[config.mk]
export PLATFORM = sky130hd
export DESIGN_NAME = floppy_cfg_bank
export DESIGN_NICKNAME = d
export VERILOG_FILES = /design/src/logic/cfg_byte_reg.v /design/src/logic/floppy_pin_sync.v /design/src/logic/floppy_cfg_bank.v
export VERILOG_INCLUDE_DIRS = /design/src /design/src/logic
export SDC_FILE = /design/constraint.sdc
export NUM_CORES = 1
export LEC_CHECK = 0
export BUFFER_PORTS_ARGS = -buffer_cell sky130_fd_sc_hd__buf_4
export CAP_MARGIN = 25
export CORE_UTILIZATION = 49
export CTS_BUF_LIST = sky130_fd_sc_hd__clkbuf_4
export CTS_CLUSTER_DIAMETER = 80
export DETAILED_ROUTE_END_ITERATION = 12
export PLACE_DENSITY = 0.75
export SYNTH_ARGS = -nofsm -noshare
export SYNTH_HDL_FRONTEND = slang
export SYNTH_SLANG_ARGS = --single-unit
[constraint.sdc]
create_clock -name CLK -period 4.4 [get_ports CLK]
set_input_delay 0 -clock CLK [delete_from_list [all_inputs] [get_ports CLK]]
set_output_delay 0 -clock CLK [all_outputs]
set_load 0.02 [all_outputs]
[src/logic/floppy_cfg_regs.vh]
// Constants for the floppy configuration register bank: indexes, fields,
// reset values. Assumes inclusion by bare name from logic/ modules.
`ifndef FLOPPY_CFG_REGS_VH
`define FLOPPY_CFG_REGS_VH

// ----------------------------------------
// Register indexes
// ----------------------------------------
`define IDX_MODE      8'hf0
`define IDX_OPTION    8'hf1
`define IDX_TYPE      8'hf2
`define IDX_ZERO      8'hf3
`define IDX_DRIVE0    8'hf4
`define IDX_DRIVE1    8'hf5

// ----------------------------------------
// Reset values and writable masks
// ----------------------------------------
`define RST_MODE      8'h0e
`define RST_OPTION    8'h00
`define RST_TYPE      8'hff
`define RST_DRIVE     8'h00
`define MASK_MODE     8'hcf
`define MASK_OPTION   8'h0d
`define MASK_TYPE     8'hff
`define MASK_DRIVE    8'h5b

// ----------------------------------------
// Field positions
// ----------------------------------------
`define B_FLOPPY_MODE 0
`define B_DMA_MODE    1
`define B_IFMODE_LO   2
`define B_IFMODE_HI   3
`define B_OUT_TYPE    6
`define B_OUT_TRI     7
`define B_FORCE_WP    0
`define B_DENS_LO     2
`define B_DENS_HI     3
`define B_PRECOMP_DIS 6

// Interface mode and density encodings
`define IFM_A         2'h3
`define IFM_RSVD      2'h2
`define IFM_B         2'h1
`define IFM_C         2'h0
`define DENS_FORCE1   2'h2
`define DENS_FORCE0   2'h3

`endif

[src/logic/cfg_byte_reg.v]
// One configuration byte with reset default and write mask.
// Assumes reset comes synchronised from the top.
`timescale 1ns/1ps
module cfg_byte_reg #(
    parameter [7:0] RESET_VAL = 8'h00,
    parameter [7:0] WR_MASK   = 8'hff
) (
    input  wire       clk,
    input  wire       rst_n,
    input  wire       ce,
    input  wire       wr_en,
    input  wire [7:0] wr_data,
    output wire [7:0] q
);
    reg [7:0] val_r;
    wire [7:0] val_nxt;

    // Bits outside WR_MASK never change, so they keep reading as their RESET_VAL bits
    assign val_nxt = (val_r & ~WR_MASK) | (wr_data & WR_MASK);

    always @(posedge clk or negedge rst_n) begin
        if (!rst_n) begin
            val_r <= RESET_VAL;
        end else if (ce && wr_en) begin
            val_r <= val_nxt;
        end
    end

    assign q = val_r;
endmodule // cfg_byte_reg

[src/logic/floppy_pin_sync.v]
// Three-stage synchroniser for pin inputs; output changes once the
// second and third stages agree. Assumes a single clock domain.
`timescale 1ns/1ps
module floppy_pin_sync #(
    parameter [0:0] RESET_VAL = 1'b1
) (
    input  wire clk,
    input  wire rst_n,
    input  wire ce,
    input  wire pin,
    output wire q
);
    reg s1_r;
    reg s2_r;
    reg s3_r;
    reg out_r;

    always @(posedge clk or negedge rst_n) begin
        if (!rst_n) begin
            s1_r  <= RESET_VAL;
            s2_r  <= RESET_VAL;
            s3_r  <= RESET_VAL;
            out_r <= RESET_VAL;
        end else if (ce) begin
            s1_r <= pin;
            s2_r <= s1_r;
            s3_r <= s2_r;
            if (s2_r == s3_r) begin
                out_r <= s3_r;
            end
        end
    end

    assign q = out_r;
endmodule // floppy_pin_sync

[src/logic/floppy_cfg_bank.v]
// Floppy configuration register bank reached via index/data port pair,
// plus write-protect combining and pin buffer controls.
// Assumes index/data decoding upstream presents a selected-device strobe.
`timescale 1ns/1ps
`include "floppy_cfg_regs.vh"
module floppy_cfg_bank (
    input  wire       CLK,
    input  wire       RST_N,
    input  wire       CE,
    input  wire       HARD_RESET,
    input  wire       CFG_SEL,
    input  wire [7:0] CFG_INDEX,
    input  wire       CFG_WR,
    input  wire       CFG_RD,
    input  wire [7:0] CFG_WDATA,
    output reg  [7:0] CFG_RDATA,
    input  wire       FLOPPY_WP_GLOBAL,
    input  wire       WRITE_PROTECT_INPUT_N,
    input  wire       DRIVE_SELECT_FIRST_N,
    input  wire       DRIVE_SELECT_SECOND_N,
    input  wire       PP_DRIVE_SELECT_FIRST_N,
    input  wire       PP_DRIVE_SELECT_SECOND_N,
    input  wire       CORE_DENSITY,
    input  wire [7:0] CORE_PIN_OUT,
    output wire       WRITE_PROTECT_N,
    output wire       STATUS_REGISTER_A_WP,
    output wire       ENHANCED_FLOPPY_MODE_TWO,
    output wire       DMA_BURST_EN,
    output wire       INTERFACE_MODE_A,
    output wire       INTERFACE_MODE_B,
    output wire       INTERFACE_MODE_C,
    output wire       DENSITY_OUT,
    output reg  [7:0] FLOPPY_PIN_OUT,
    output reg  [7:0] FLOPPY_PIN_OE,
    output wire       PUSH_PULL_OUTPUT_BUFFER,
    output wire       PP_PIN_OE_UNAFFECTED,
    output wire [1:0] DRIVE_TYPE_SELECT_0,
    output wire [1:0] DATA_RATE_TABLE_SELECT_0,
    output wire       PRECOMP_DISABLE_0,
    output wire [1:0] DRIVE_TYPE_SELECT_1,
    output wire [1:0] DATA_RATE_TABLE_SELECT_1,
    output wire       PRECOMP_DISABLE_1,
    output wire [1:0] DRIVE_A_TYPE,
    output wire [1:0] DRIVE_B_TYPE
);
    // ----------------------------------------
    // Reset synchroniser
    // ----------------------------------------
    // Power-on (RST_N) and hard reset both restore defaults; soft reset
    // is not an input here so it cannot disturb these registers.
    wire rst_src_n;
    reg  rst_s1_r;
    reg  rst_s2_r;
    wire rst_n;
    reg  hard_rst_r;

    assign rst_src_n = RST_N & ~hard_rst_r;

    // Hard reset is registered so the async reset has a clean source
    always @(posedge CLK or negedge RST_N) begin
        if (!RST_N) begin
            hard_rst_r <= 1'b0;
        end else begin
            hard_rst_r <= HARD_RESET;
        end
    end

    always @(posedge CLK or negedge rst_src_n) begin
        if (!rst_src_n) begin
            rst_s1_r <= 1'b0;
            rst_s2_r <= 1'b0;
        end else begin
            rst_s1_r <= 1'b1;
            rst_s2_r <= rst_s1_r;
        end
    end

    assign rst_n = rst_s2_r;

    // ----------------------------------------
    // Register writes
    // ----------------------------------------
    wire       wr_ok;
    wire [7:0] mode_q;
    wire [7:0] opt_q;
    wire [7:0] type_q;
    wire [7:0] drv0_q;
    wire [7:0] drv1_q;

    assign wr_ok = CFG_SEL & CFG_WR;

    cfg_byte_reg #(.RESET_VAL(`RST_MODE), .WR_MASK(`MASK_MODE)) u_mode (
        .clk     (CLK),
        .rst_n   (rst_n),
        .ce      (CE),
        .wr_en   (wr_ok && CFG_INDEX == `IDX_MODE),
        .wr_data (CFG_WDATA),
        .q       (mode_q)
    );

    cfg_byte_reg #(.RESET_VAL(`RST_OPTION), .WR_MASK(`MASK_OPTION)) u_opt (
        .clk     (CLK),
        .rst_n   (rst_n),
        .ce      (CE),
        .wr_en   (wr_ok && CFG_INDEX == `IDX_OPTION),
        .wr_data (CFG_WDATA),
        .q       (opt_q)
    );

    // All four type fields are plain storage
    cfg_byte_reg #(.RESET_VAL(`RST_TYPE), .WR_MASK(`MASK_TYPE)) u_type (
        .clk     (CLK),
        .rst_n   (rst_n),
        .ce      (CE),
        .wr_en   (wr_ok && CFG_INDEX == `IDX_TYPE),
        .wr_data (CFG_WDATA),
        .q       (type_q)
    );

    cfg_byte_reg #(.RESET_VAL(`RST_DRIVE), .WR_MASK(`MASK_DRIVE)) u_drv0 (
        .clk     (CLK),
        .rst_n   (rst_n),
        .ce      (CE),
        .wr_en   (wr_ok && CFG_INDEX == `IDX_DRIVE0),
        .wr_data (CFG_WDATA),
        .q       (drv0_q)
    );

    cfg_byte_reg #(.RESET_VAL(`RST_DRIVE), .WR_MASK(`MASK_DRIVE)) u_drv1 (
        .clk     (CLK),
        .rst_n   (rst_n),
        .ce      (CE),
        .wr_en   (wr_ok && CFG_INDEX == `IDX_DRIVE1),
        .wr_data (CFG_WDATA),
        .q       (drv1_q)
    );

    // ----------------------------------------
    // Register reads
    // ----------------------------------------
    reg [7:0] rd_nxt;

    always @* begin
        case (CFG_INDEX)
            `IDX_MODE:   rd_nxt = mode_q;
            `IDX_OPTION: rd_nxt = opt_q;
            `IDX_TYPE:   rd_nxt = type_q;
            `IDX_ZERO:   rd_nxt = 8'h00;
            `IDX_DRIVE0: rd_nxt = drv0_q;
            `IDX_DRIVE1: rd_nxt = drv1_q;
            default:     rd_nxt = 8'h00;
        endcase
    end

    always @(posedge CLK or negedge rst_n) begin
        if (!rst_n) begin
            CFG_RDATA <= 8'h00;
        end else if (CE && CFG_SEL && CFG_RD) begin
            CFG_RDATA <= rd_nxt;
        end
    end

    // ----------------------------------------
    // Pin input synchronisers
    // ----------------------------------------
    wire wp_in_n;
    wire ds0_n;
    wire ds1_n;
    wire pp_ds0_n;
    wire pp_ds1_n;

    floppy_pin_sync u_sync_wp (
        .clk   (CLK),
        .rst_n (rst_n),
        .ce    (CE),
        .pin   (WRITE_PROTECT_INPUT_N),
        .q     (wp_in_n)
    );

    floppy_pin_sync u_sync_ds0 (
        .clk   (CLK),
        .rst_n (rst_n),
        .ce    (CE),
        .pin   (DRIVE_SELECT_FIRST_N),
        .q     (ds0_n)
    );

    floppy_pin_sync u_sync_ds1 (
        .clk   (CLK),
        .rst_n (rst_n),
        .ce    (CE),
        .pin   (DRIVE_SELECT_SECOND_N),
        .q     (ds1_n)
    );

    floppy_pin_sync u_sync_pds0 (
        .clk   (CLK),
        .rst_n (rst_n),
        .ce    (CE),
        .pin   (PP_DRIVE_SELECT_FIRST_N),
        .q     (pp_ds0_n)
    );

    floppy_pin_sync u_sync_pds1 (
        .clk   (CLK),
        .rst_n (rst_n),
        .ce    (CE),
        .pin   (PP_DRIVE_SELECT_SECOND_N),
        .q     (pp_ds1_n)
    );

    // ----------------------------------------
    // Write-protect combining
    // ----------------------------------------
    // Active-high terms; selects and protect input are active low
    wire force_wp;
    wire sel0;
    wire sel1;
    wire wp_act;

    assign force_wp = opt_q[`B_FORCE_WP];
    // Selects from the parallel-port pins count as well
    assign sel0 = ~ds0_n | ~pp_ds0_n;
    assign sel1 = ~ds1_n | ~pp_ds1_n;
    assign wp_act = FLOPPY_WP_GLOBAL | ~wp_in_n | (sel0 & force_wp)
                    | (sel1 & force_wp);
    assign WRITE_PROTECT_N      = ~wp_act;
    assign STATUS_REGISTER_A_WP = wp_act;

    // ----------------------------------------
    // Mode decode
    // ----------------------------------------
    wire [1:0] if_mode;

    assign ENHANCED_FLOPPY_MODE_TWO = mode_q[`B_FLOPPY_MODE];
    assign DMA_BURST_EN = ~mode_q[`B_DMA_MODE];
    assign if_mode = mode_q[`B_IFMODE_HI:`B_IFMODE_LO];
    // Reserved code selects no personality
    assign INTERFACE_MODE_A = (if_mode == `IFM_A);
    assign INTERFACE_MODE_B = (if_mode == `IFM_B);
    assign INTERFACE_MODE_C = (if_mode == `IFM_C);

    // ----------------------------------------
    // Density override
    // ----------------------------------------
    wire [1:0] dens_sel;

    assign dens_sel = opt_q[`B_DENS_HI:`B_DENS_LO];
    assign DENSITY_OUT = (dens_sel == `DENS_FORCE1) ? 1'b1 :
                         (dens_sel == `DENS_FORCE0) ? 1'b0 : CORE_DENSITY;

    // ----------------------------------------
    // Dedicated pin buffers
    // ----------------------------------------
    wire push_pull;
    wire tri_all;
    integer i;

    assign push_pull = mode_q[`B_OUT_TYPE];
    assign tri_all   = mode_q[`B_OUT_TRI];
    assign PUSH_PULL_OUTPUT_BUFFER = push_pull;

    // Open drain drives only low; push-pull drives both levels
    always @(posedge CLK or negedge rst_n) begin
        if (!rst_n) begin
            FLOPPY_PIN_OUT <= 8'h00;
            FLOPPY_PIN_OE  <= 8'h00;
        end else if (CE) begin
            FLOPPY_PIN_OUT <= CORE_PIN_OUT;
            for (i = 0; i < 8; i = i + 1) begin
                FLOPPY_PIN_OE[i] <= ~tri_all & (push_pull | ~CORE_PIN_OUT[i]);
            end
        end
    end

    // Parallel-port floppy pins get no buffer control from here
    assign PP_PIN_OE_UNAFFECTED = 1'b1;

    // ----------------------------------------
    // Per-drive selects
    // ----------------------------------------
    assign DRIVE_TYPE_SELECT_0      = drv0_q[1:0];
    assign DATA_RATE_TABLE_SELECT_0 = drv0_q[4:3];
    assign PRECOMP_DISABLE_0        = drv0_q[`B_PRECOMP_DIS];
    assign DRIVE_TYPE_SELECT_1      = drv1_q[1:0];
    assign DATA_RATE_TABLE_SELECT_1 = drv1_q[4:3];
    assign PRECOMP_DISABLE_1        = drv1_q[`B_PRECOMP_DIS];
    // Only drives A and B reach the outside; C and D stay stored
    assign DRIVE_A_TYPE = type_q[1:0];
    assign DRIVE_B_TYPE = type_q[3:2];
endmodule // floppy_cfg_bank

==> results of run 1 <==
## sequential cells by signal (all words and copies together) (netlist names), 3 cells and up
register	cells
CFG_RDATA	8
FLOPPY_PIN_OE	8
FLOPPY_PIN_OUT	8
u_drv0.q	5
u_drv1.q	5
u_mode.q	6
u_opt.q	3
u_type.q	8
## critical path: stages
cell and delay, ns:
dlygate4sd3_1 0.54, buf_4 0.19, or3b_4 0.41, nor4_4 0.31
mux2_2 0.38
## layout make-up
type                       count  area [um2]
clock inverter                 6        81.3
sequential                    74        1890
fill                         504        2050
tap                           77        96.3
inverter                       4        15.0
timing repair buffer         112         908
clock buffer                  10        75.1
multi-input combinational    152        1370
## cell families (layout without fill, tap and decap cells)
kind of cell	count (synthesis)	count (layout)	share of synthesized area, %
other	1	2	0.111
AOI/OAI and AO/OA	33	33	7.06
and+or+nand+nor	49	49	11.0
DFF	74	74	56.1
buffers and inverters	21	132	3.23
muxes	68	68	22.5
## through the flow
step | area, um2 | setup WS [ns] | std cells | power, W
after floorplan | 3370 | 2.27 | 247 | 0.000929
after detailed placement | 4020 | 2.68 | 392 | 0.00102
after global routing | 4440 | 2.80 | 435 | 0.00155
after CTS | 4440 | 2.87 | 435 | 0.00150
final | 4440 | 2.85 | 435 | 0.00149
after global placement | 4020 | 2.73 | 392 | 0.00101
## path summary, 6_finish.rpt
path	from	endpoint	slack, ns	cells past startpoint
worst max-delay path	CFG_INDEX[0]	u_drv0.q[6]	2.85	5
worst min-delay path	CFG_INDEX[2]	CFG_RDATA[2]	0.04	3
worst max register to register	u_drv0.q[6]	CFG_RDATA[6]	3.03	3
worst min register to register	hard_rst_r	rst_s1_r	0.17	1
max in group asynchronous	rst_n	u_type.q[6]	3.07	1
min in group asynchronous	hard_rst_r	rst_s1_r	0.17	1
## cell usage after synthesis, types with 2 or more instances
library cell and n:
mux2_2 63, dfrtp_1 43, dfstp_2 31, a21oi_1 18, buf_4 7, nor2_1 7
clkbuf_1 6, nand2_1 6, mux2i_1 5, nand2b_1 5, nor2b_1 5, and2_1 4
inv_1 4, a22o_1 3, buf_2 3, nand4_1 3, nor4bb_1 3, a221o_1 2
a221oi_1 2, nand3_1 2, nand3b_1 2, nand4_4 2, nor4_4 2, o31ai_1 2
or2_2 2
## metal layers
layer	vias to the layer above	global-route usage [%]	wire length, um
met5	-	0	0
met4	0	8.01	82
met3	7	4.18	369
met2	67	32.4	3480
met1	1141	30.2	3150
li1	1108	-	-
## where the power goes
group | internal [W] | total, W | switching (W) | leakage, nW
clock network | 0.000235 | 0.000462 | 0.000227 | 0.0859
logic | 0.000119 | 0.000223 | 0.000103 | 1.07
registers | 0.000760 | 0.000802 | 0.0000423 | 0.880
total | 0.00111 | 0.00149 | 0.000373 | 2.03
## what timing repair did
item / in CTS / in global routing
setup endpoints to repair: 0 / 0
gates resized for setup: 0 / 0
hold buffers: 27 / 0
hold endpoints to repair: 53 / 0
==> metrics.cfg, run 1 <==
[final_layout]
diodes=0
final_cell_mix=buf_4, mux2_2, dfrtp_1
layout-drive-gt1-share_pct=57.0
layout.nets=391
post-route-util_pct=68.4
syn_to_final_growth_pct=31.8
final_common_cell=buf_4

[placement]
dp_hpwl_um=4990
io_buffers=84
finalWeightedCongestion=0.832

[power_and_ir_drop]
p_per_area_mw_per_mm2=335
irDropWorstVdd_mv=0.226
p_leak_nw=2.03

[routing]
ant_nets=0
dr.pass1.iters=9
route.detailed.drc=5
vias=2323
drtIter0Drc=148
drt_wl_total_um=7080
wl_per_cell_um=16.3
viasPerCell=5.34

[critical_path]
cp-start-kind=input pin
worst-path-max-fanout=13
arrival_ns=1.84
critical_path_class=input pin to flop
end_kind=flop
required_ns=4.69

[logic_synthesis]
syn_area_per_cell_um2=13.7
netlist_area_mm2=0.00337
ys_warn_count=0
synthCells=246
yosysTopAreaCell=dfrtp_1
seq_area_frac_synth_pct=56.1
synth_seq_cells=74
synth_cell_types=39
yosysTopAreaCellShare_pct=31.9
yosys-top-cells-area=dfrtp_1, dfstp_2, mux2_2
ys.flop_type=dfrtp_1
synth-edff-count=0
async_reset_ff_share_pct=100

[sta]
rsz0062_at_grt=false
tns_ns=0
hold_viol=0
worst_pin_slew_ns=0.764
setup_viol=0
fin_crit_sh_pct=35.2
timing.hold.ws_ns=0.0358
layout_min_cycle_time_ns=1.55
slew_violations=0
max_freq_mhz=645
finalClockSkew_ns=0.0186
max_slew_margin_pct=49.1

[clock_network]
worstSkewPairLatency_ns=0.41
cts.sinks=74
clock-root-buffer=clkbuf_4
cts_made_buffers=9
path_clk_slew_ns=0.11
cts_tree=built
clock_tree.buffer_depth=2
postCtsSetupRepairBufs=0
htreeDepth=3

[global_route]
grt_max_degree=45
grt_pass1_wl_um=11600
globalRouteOverflowTotal=0
grt_usage_pct=21.2
grt_pass1_vias=2244
antenna_found_initial=0

[floorplanning]
die_w_um=84.9
core_area_mm2=0.00649
ios=86
start_util_pct=51.9
dieArea_mm2=0.00721
num_rows=29
die_h_um=84.9

[run]
cap_viol_max_count=0

[run_status]
status=finished with violations
violations=design-rule violations

[hold_path]
min_path_type=input pin to flop

(Power assumes the default switching activity.)
==> run 2, diff against run 1 <==
--- a/config.mk
+++ b/config.mk
@@ -6,6 +6,7 @@
 export SDC_FILE = /design/constraint.sdc
 export NUM_CORES = 1
 export LEC_CHECK = 0
+export ABC_AREA = 1
 export BUFFER_PORTS_ARGS = -buffer_cell sky130_fd_sc_hd__buf_4
 export CAP_MARGIN = 25
 export CORE_UTILIZATION = 49
==> constraint.sdc (replaced) <==
create_clock -name CLK -period 1.5 [get_ports CLK]
set_input_delay 0 -clock CLK [delete_from_list [all_inputs] [get_ports CLK]]
set_output_delay 0 -clock CLK [all_outputs]
set_load 0.02 [all_outputs]
==> metrics.cfg, run 2 <==
[logic_synthesis]
syn_area_per_cell_um2=9.13
synth-edff-count=0
synth_cell_types=31
yosysMostFrequentCell=nand2_1
synth_common_cells=nand2_1, dfrtp_1, o21ai_0
ys.flop_type=dfrtp_1
async_reset_ff_share_pct=100
ys_warn_count=0
seq_area_frac_synth_pct=55.9
netlist_area_mm2=0.00338
synth_seq_cells=74
yosys-top-cells-area=dfrtp_1, dfstp_2, nand2_1
yosysTopAreaCellShare_pct=31.8
synthCells=370
yosysTopAreaCell=dfrtp_1

[global_route]
globalRouteOverflowTotal=0
grt_usage_pct=22.7
grt_max_degree=43
antenna_found_initial=0
grt_pass1_wl_um=12700
grt_pass1_vias=2675

[final_layout]
final_common_cell=nand2_1
final_cell_mix=nand2_1, buf_4, dfrtp_1
layout.nets=527
diodes=0
fillers=514
layout-drive-gt1-share_pct=34.0
syn_to_final_growth_pct=33.0

[floorplanning]
core_area_mm2=0.00649
die_h_um=85.0
dieArea_mm2=0.00723
num_rows=29
die_w_um=85.0
start_util_pct=52.0
ios=86

[run_status]
status=completed

[power_and_ir_drop]
p_comb_share_pct=16.7
internal-power_w=0.00287
p_per_area_mw_per_mm2=886
irDropWorstVdd_mv=0.461
p_leak_nw=2.23
pwr-share-clk_pct=26.2
seqPwrFrac_pct=57.0
switching_power_w=0.00111
netSwitchingFraction_pct=27.9

[sta]
finalClockSkew_ns=0.0260
timing.hold.ws_ns=0.0571
hold_viol=0
tns_ns=0
setup_ws_ns=0.0448
max_freq_mhz=687
fin_crit_sh_pct=97.0
slew_violations=0
setup_viol=0
layout_min_cycle_time_ns=1.46
rsz0062_at_grt=true

[placement]
finalWeightedCongestion=0.779
io_buffers=84
dp_hpwl_um=5160
place_ws_ns=0.299

[routing]
route.detailed.drc=0
viasPerCell=4.95
drt_wl_total_um=7590
wl_per_cell_um=13.3
vias=2827
drtIter0Drc=179
dr.pass1.iters=5
ant_nets=0

[clock_network]
cts.sinks=74
clock-root-buffer=clkbuf_4
cts_made_buffers=9
cts_tree=built
path_clk_slew_ns=0.10
worstSkewPairLatency_ns=0.42
htreeDepth=3
clock_tree.buffer_depth=2

[critical_path]
arrival_ns=1.46
worst-path-max-fanout=2
r2r_cells=4
end_kind=primary output
critical_path_class=flop to primary output
cp-start-kind=flop
required_ns=1.50

[hold_path]
min_path_type=input pin to flop
worstHoldPathCells=5

[run]
cap_viol_max_count=0

## run 2: layout make-up
cell class,count,area (um2),area share [%]
inverter,41,159,3.53
clock inverter,5,31.3,0.696
multi-input combinational,238,1210,26.9
timing repair buffer,125,1020,22.8
clock buffer,11,82.6,1.84
sequential,74,1890,42.1
tap,77,96.3,2.14
## run 2: timing repair
item | CTS | global route
setup endpoints to repair | 2 | 2
buffers inserted | 1 | 2
hold buffers | 33 | 0
cloned | 0 | 0
resized for setup | 3 | 0
pin swaps | 2 | 2
hold endpoints to repair | 68 | 0
## run 2: cell families after synthesis
family                 Yosys count  share of synthesized area [%]
and+or+nand+nor                167                           23.6
buffers and inverters           59                           8.74
DFF                             74                           55.9
other                            1                          0.111
AOI/OAI and AO/OA               69                           11.6
## run 2: critical path, cell delays in order, from the launching register on
cell     delay [ns]
dfstp_2        0.56
a41oi_2        0.13
nor3_2         0.16
inv_1          0.07
buf_6          0.13
## run 2: final timing paths
| kind | slack (ns) | to | startpoint |
|---|---|---|---|
| worst max-delay path | 0.04 | STATUS_REGISTER_A_WP | u_sync_pds1.q |
| worst min-delay path | 0.06 | u_type.q[5] | CFG_WR |
| worst max register to register | 0.33 | CFG_RDATA[6] | u_mode.q[6] |
| worst min register to register | 0.19 | rst_s1_r | hard_rst_r |
| max in group asynchronous | 0.44 | hard_rst_r | RST_N |
| min in group asynchronous | 0.19 | rst_s1_r | hard_rst_r |
## run 2: power by group through the flow
stage | Sequential [W] | Combinational (W) | Clock [W]
global route | 0.00229 | 0.000734 | 0.00115
global placement | 0.00230 | 0.000555 | 0
CTS | 0.00227 | 0.000653 | 0.00108
floorplan | 0.00237 | 0.000247 | 0
detailed placement | 0.00230 | 0.000569 | 0
finish | 0.00227 | 0.000667 | 0.00105
## run 2: through the flow
stage / power, W / utilization (%) / instances / area, um2
6_report: 0.00398 / 69.2 / 571 / 4500
5_1_grt: 0.00417 / 69.2 / 571 / 4500
4_1_cts: 0.00400 / 69.0 / 569 / 4480
3_5_place_dp: 0.00287 / 61.8 / 519 / 4010
3_3_place_gp: 0.00285 / 61.8 / 519 / 4010
2_1_floorplan: 0.00262 / - / 371 / 3380
## run 2: layer usage
| layer | vias up | wire length [um] | global-route usage, % |
|---|---|---|---|
| met2 | 83 | 3690 | 36.1 |
| met3 | 8 | 338 | 3.60 |
| met1 | 1324 | 3460 | 31.2 |
| met5 | - | 0 | 0 |
| li1 | 1412 | - | - |
| met4 | 0 | 102 | 9.40 |
==> run 3, diff against run 2 <==
--- a/config.mk
+++ b/config.mk
@@ -9,11 +9,11 @@
 export ABC_AREA = 1
 export BUFFER_PORTS_ARGS = -buffer_cell sky130_fd_sc_hd__buf_4
 export CAP_MARGIN = 25
-export CORE_UTILIZATION = 49
+export CORE_UTILIZATION = 40
 export CTS_BUF_LIST = sky130_fd_sc_hd__clkbuf_4
 export CTS_CLUSTER_DIAMETER = 80
 export DETAILED_ROUTE_END_ITERATION = 12
-export PLACE_DENSITY = 0.75
+export GPL_TIMING_DRIVEN = 0
 export SYNTH_ARGS = -nofsm -noshare
 export SYNTH_HDL_FRONTEND = slang
 export SYNTH_SLANG_ARGS = --single-unit
==> metrics.cfg, run 3 (synthesized netlist as in run 2, its figures left out) <==
[run_status]
status=completed

[routing]
drt_wl_total_um=7770
vias=2841
ant_nets=0
viasPerCell=4.68
dr.pass1.iters=5
route.detailed.drc=0
wl_per_cell_um=12.8
drtIter0Drc=197

[critical_path]
end_kind=primary output
arrival_ns=1.45
critical_path_class=flop to primary output
worst-path-max-fanout=2
cp-start-kind=flop
required_ns=1.50

[run]
cap_viol_max_count=0

[power_and_ir_drop]
netSwitchingFraction_pct=26.6
p_per_area_mw_per_mm2=934
p_comb_share_pct=14.6
p_leak_nw=2.28
seqPwrFrac_pct=53.2
switching_power_w=0.00115
irDropWorstVdd_mv=0.542
pwr-share-clk_pct=32.1
internal-power_w=0.00317

[sta]
fin_crit_sh_pct=97.0
finalClockSkew_ns=0.0147
setup_ws_ns=0.0456
hold_viol=0
rsz0062_at_grt=true
max_freq_mhz=688
max_slew_margin_pct=41.1
timing.hold.ws_ns=0.0357
setup_viol=0
worst_pin_slew_ns=0.883
layout_min_cycle_time_ns=1.45
tns_ns=0
slew_violations=0

[final_layout]
syn_to_final_growth_pct=37.0
final_common_cell=nand2_1
layout.nets=535
layout-drive-gt1-share_pct=34.7
register_area_mm2=0.00189
diodes=0
fillers=760
multi_input_area_mm2=0.00121
final_cell_mix=nand2_1, buf_4, dfrtp_1

[global_route]
grt_max_degree=72
grt_pass1_vias=2612
grt_pass1_wl_um=12800
antenna_found_initial=0
globalRouteOverflowTotal=0
grt_usage_pct=19.3

[placement]
dp_hpwl_um=5430
place_ws_ns=0.219
finalWeightedCongestion=0.765
io_buffers=84

[floorplanning]
core_area_mm2=0.00818
dieArea_mm2=0.00882
ios=86
die_w_um=93.9
start_util_pct=41.3
die_h_um=93.9
num_rows=33

[clock_network]
cts_made_buffers=9
clock-root-buffer=clkbuf_4
htreeDepth=3
cts_tree=built
cts.sinks=74
worstSkewPairLatency_ns=0.41
clock_tree.buffer_depth=2
path_clk_slew_ns=0.12

[hold_path]
min_path_type=input pin to asynchronous set/reset pin

run 3: changes by cell type in the layout (fill, tap and decap cells not counted), sizes merged:
cell | before | now
buf | 92 | 100
dlygate4sd3 | 33 | 28
inv | 40 | 41
clkinv | 6 | 4
clkbuf | 11 | 14
clkinvlp | 0 | 1
bufinv | 0 | 2
run 3: power groups by stage:
stage / clock network (W) / logic (W) / registers, W
final: 0.00139 / 0.000632 / 0.00230
after global routing: 0.00154 / 0.000699 / 0.00233
after CTS: 0.00143 / 0.000621 / 0.00231
after detailed placement: 0 / 0.000547 / 0.00234
after global placement: 0 / 0.000538 / 0.00234
after floorplan: 0 / 0.000247 / 0.00237
run 3: worst max-delay path, stage by stage (launching register included):
cell and delay (ns):
dfstp_2 0.56, a41oi_2 0.14, nor3_2 0.15, inv_1 0.07
buf_6 0.13
run 3: routing by layer:
metal  track usage [%]  part of all wire (%)  vias to the layer above
met5                 0                     0                        -
met4              5.13                  0.40                        0
met3              4.94                   3.6                        2
met2              28.0                    46                       65
met1              28.6                    49                     1343
li1                  -                     -                     1431
run 3: area by class of cell:
cell class	count	area share [%]
clock inverters	7	2.00
well taps	105	2.84
clock buffers	9	1.46
inverters	41	3.43
multi-input cells	238	26.1
plain buffers	18	2.97
repair buffers	115	20.2
flip-flops and latches	74	40.9
run 3: timing repair:
action                                 4_1_cts  5_1_grt
setup endpoints to repair                    2        3
pin swaps                                    2        2
setup buffers                                1        2
endpoints found under the hold margin       67        0
hold buffers                                28        0
gates resized for setup                      3        2
run 3: final timing paths:
path,startpoint,endpoint,slack (ns),cells after the start
min reg2reg,hard_rst_r,rst_n,0.18,1
max reg2reg,u_sync_ds0.s1_r,u_sync_ds0.s1_r,0.18,3
max,u_sync_ds1.q,STATUS_REGISTER_A_WP,0.05,4
max in group asynchronous,rst_n,CFG_RDATA[0],0.47,0
min in group CLK,CFG_INDEX[7],CFG_RDATA[5],0.04,5
min,RST_N,rst_n,0.04,4
run 3: metrics by stage:
stage               area [um2]  utilization (%)  cells  power [W]
CTS                       4610             56.4    605    0.00436
floorplan                 3380                -    371    0.00262
detailed placement        4150             50.7    560    0.00289
finish                    4630             56.6    607    0.00432
global route              4630             56.6    607    0.00457
global placement          4150             50.7    560    0.00288
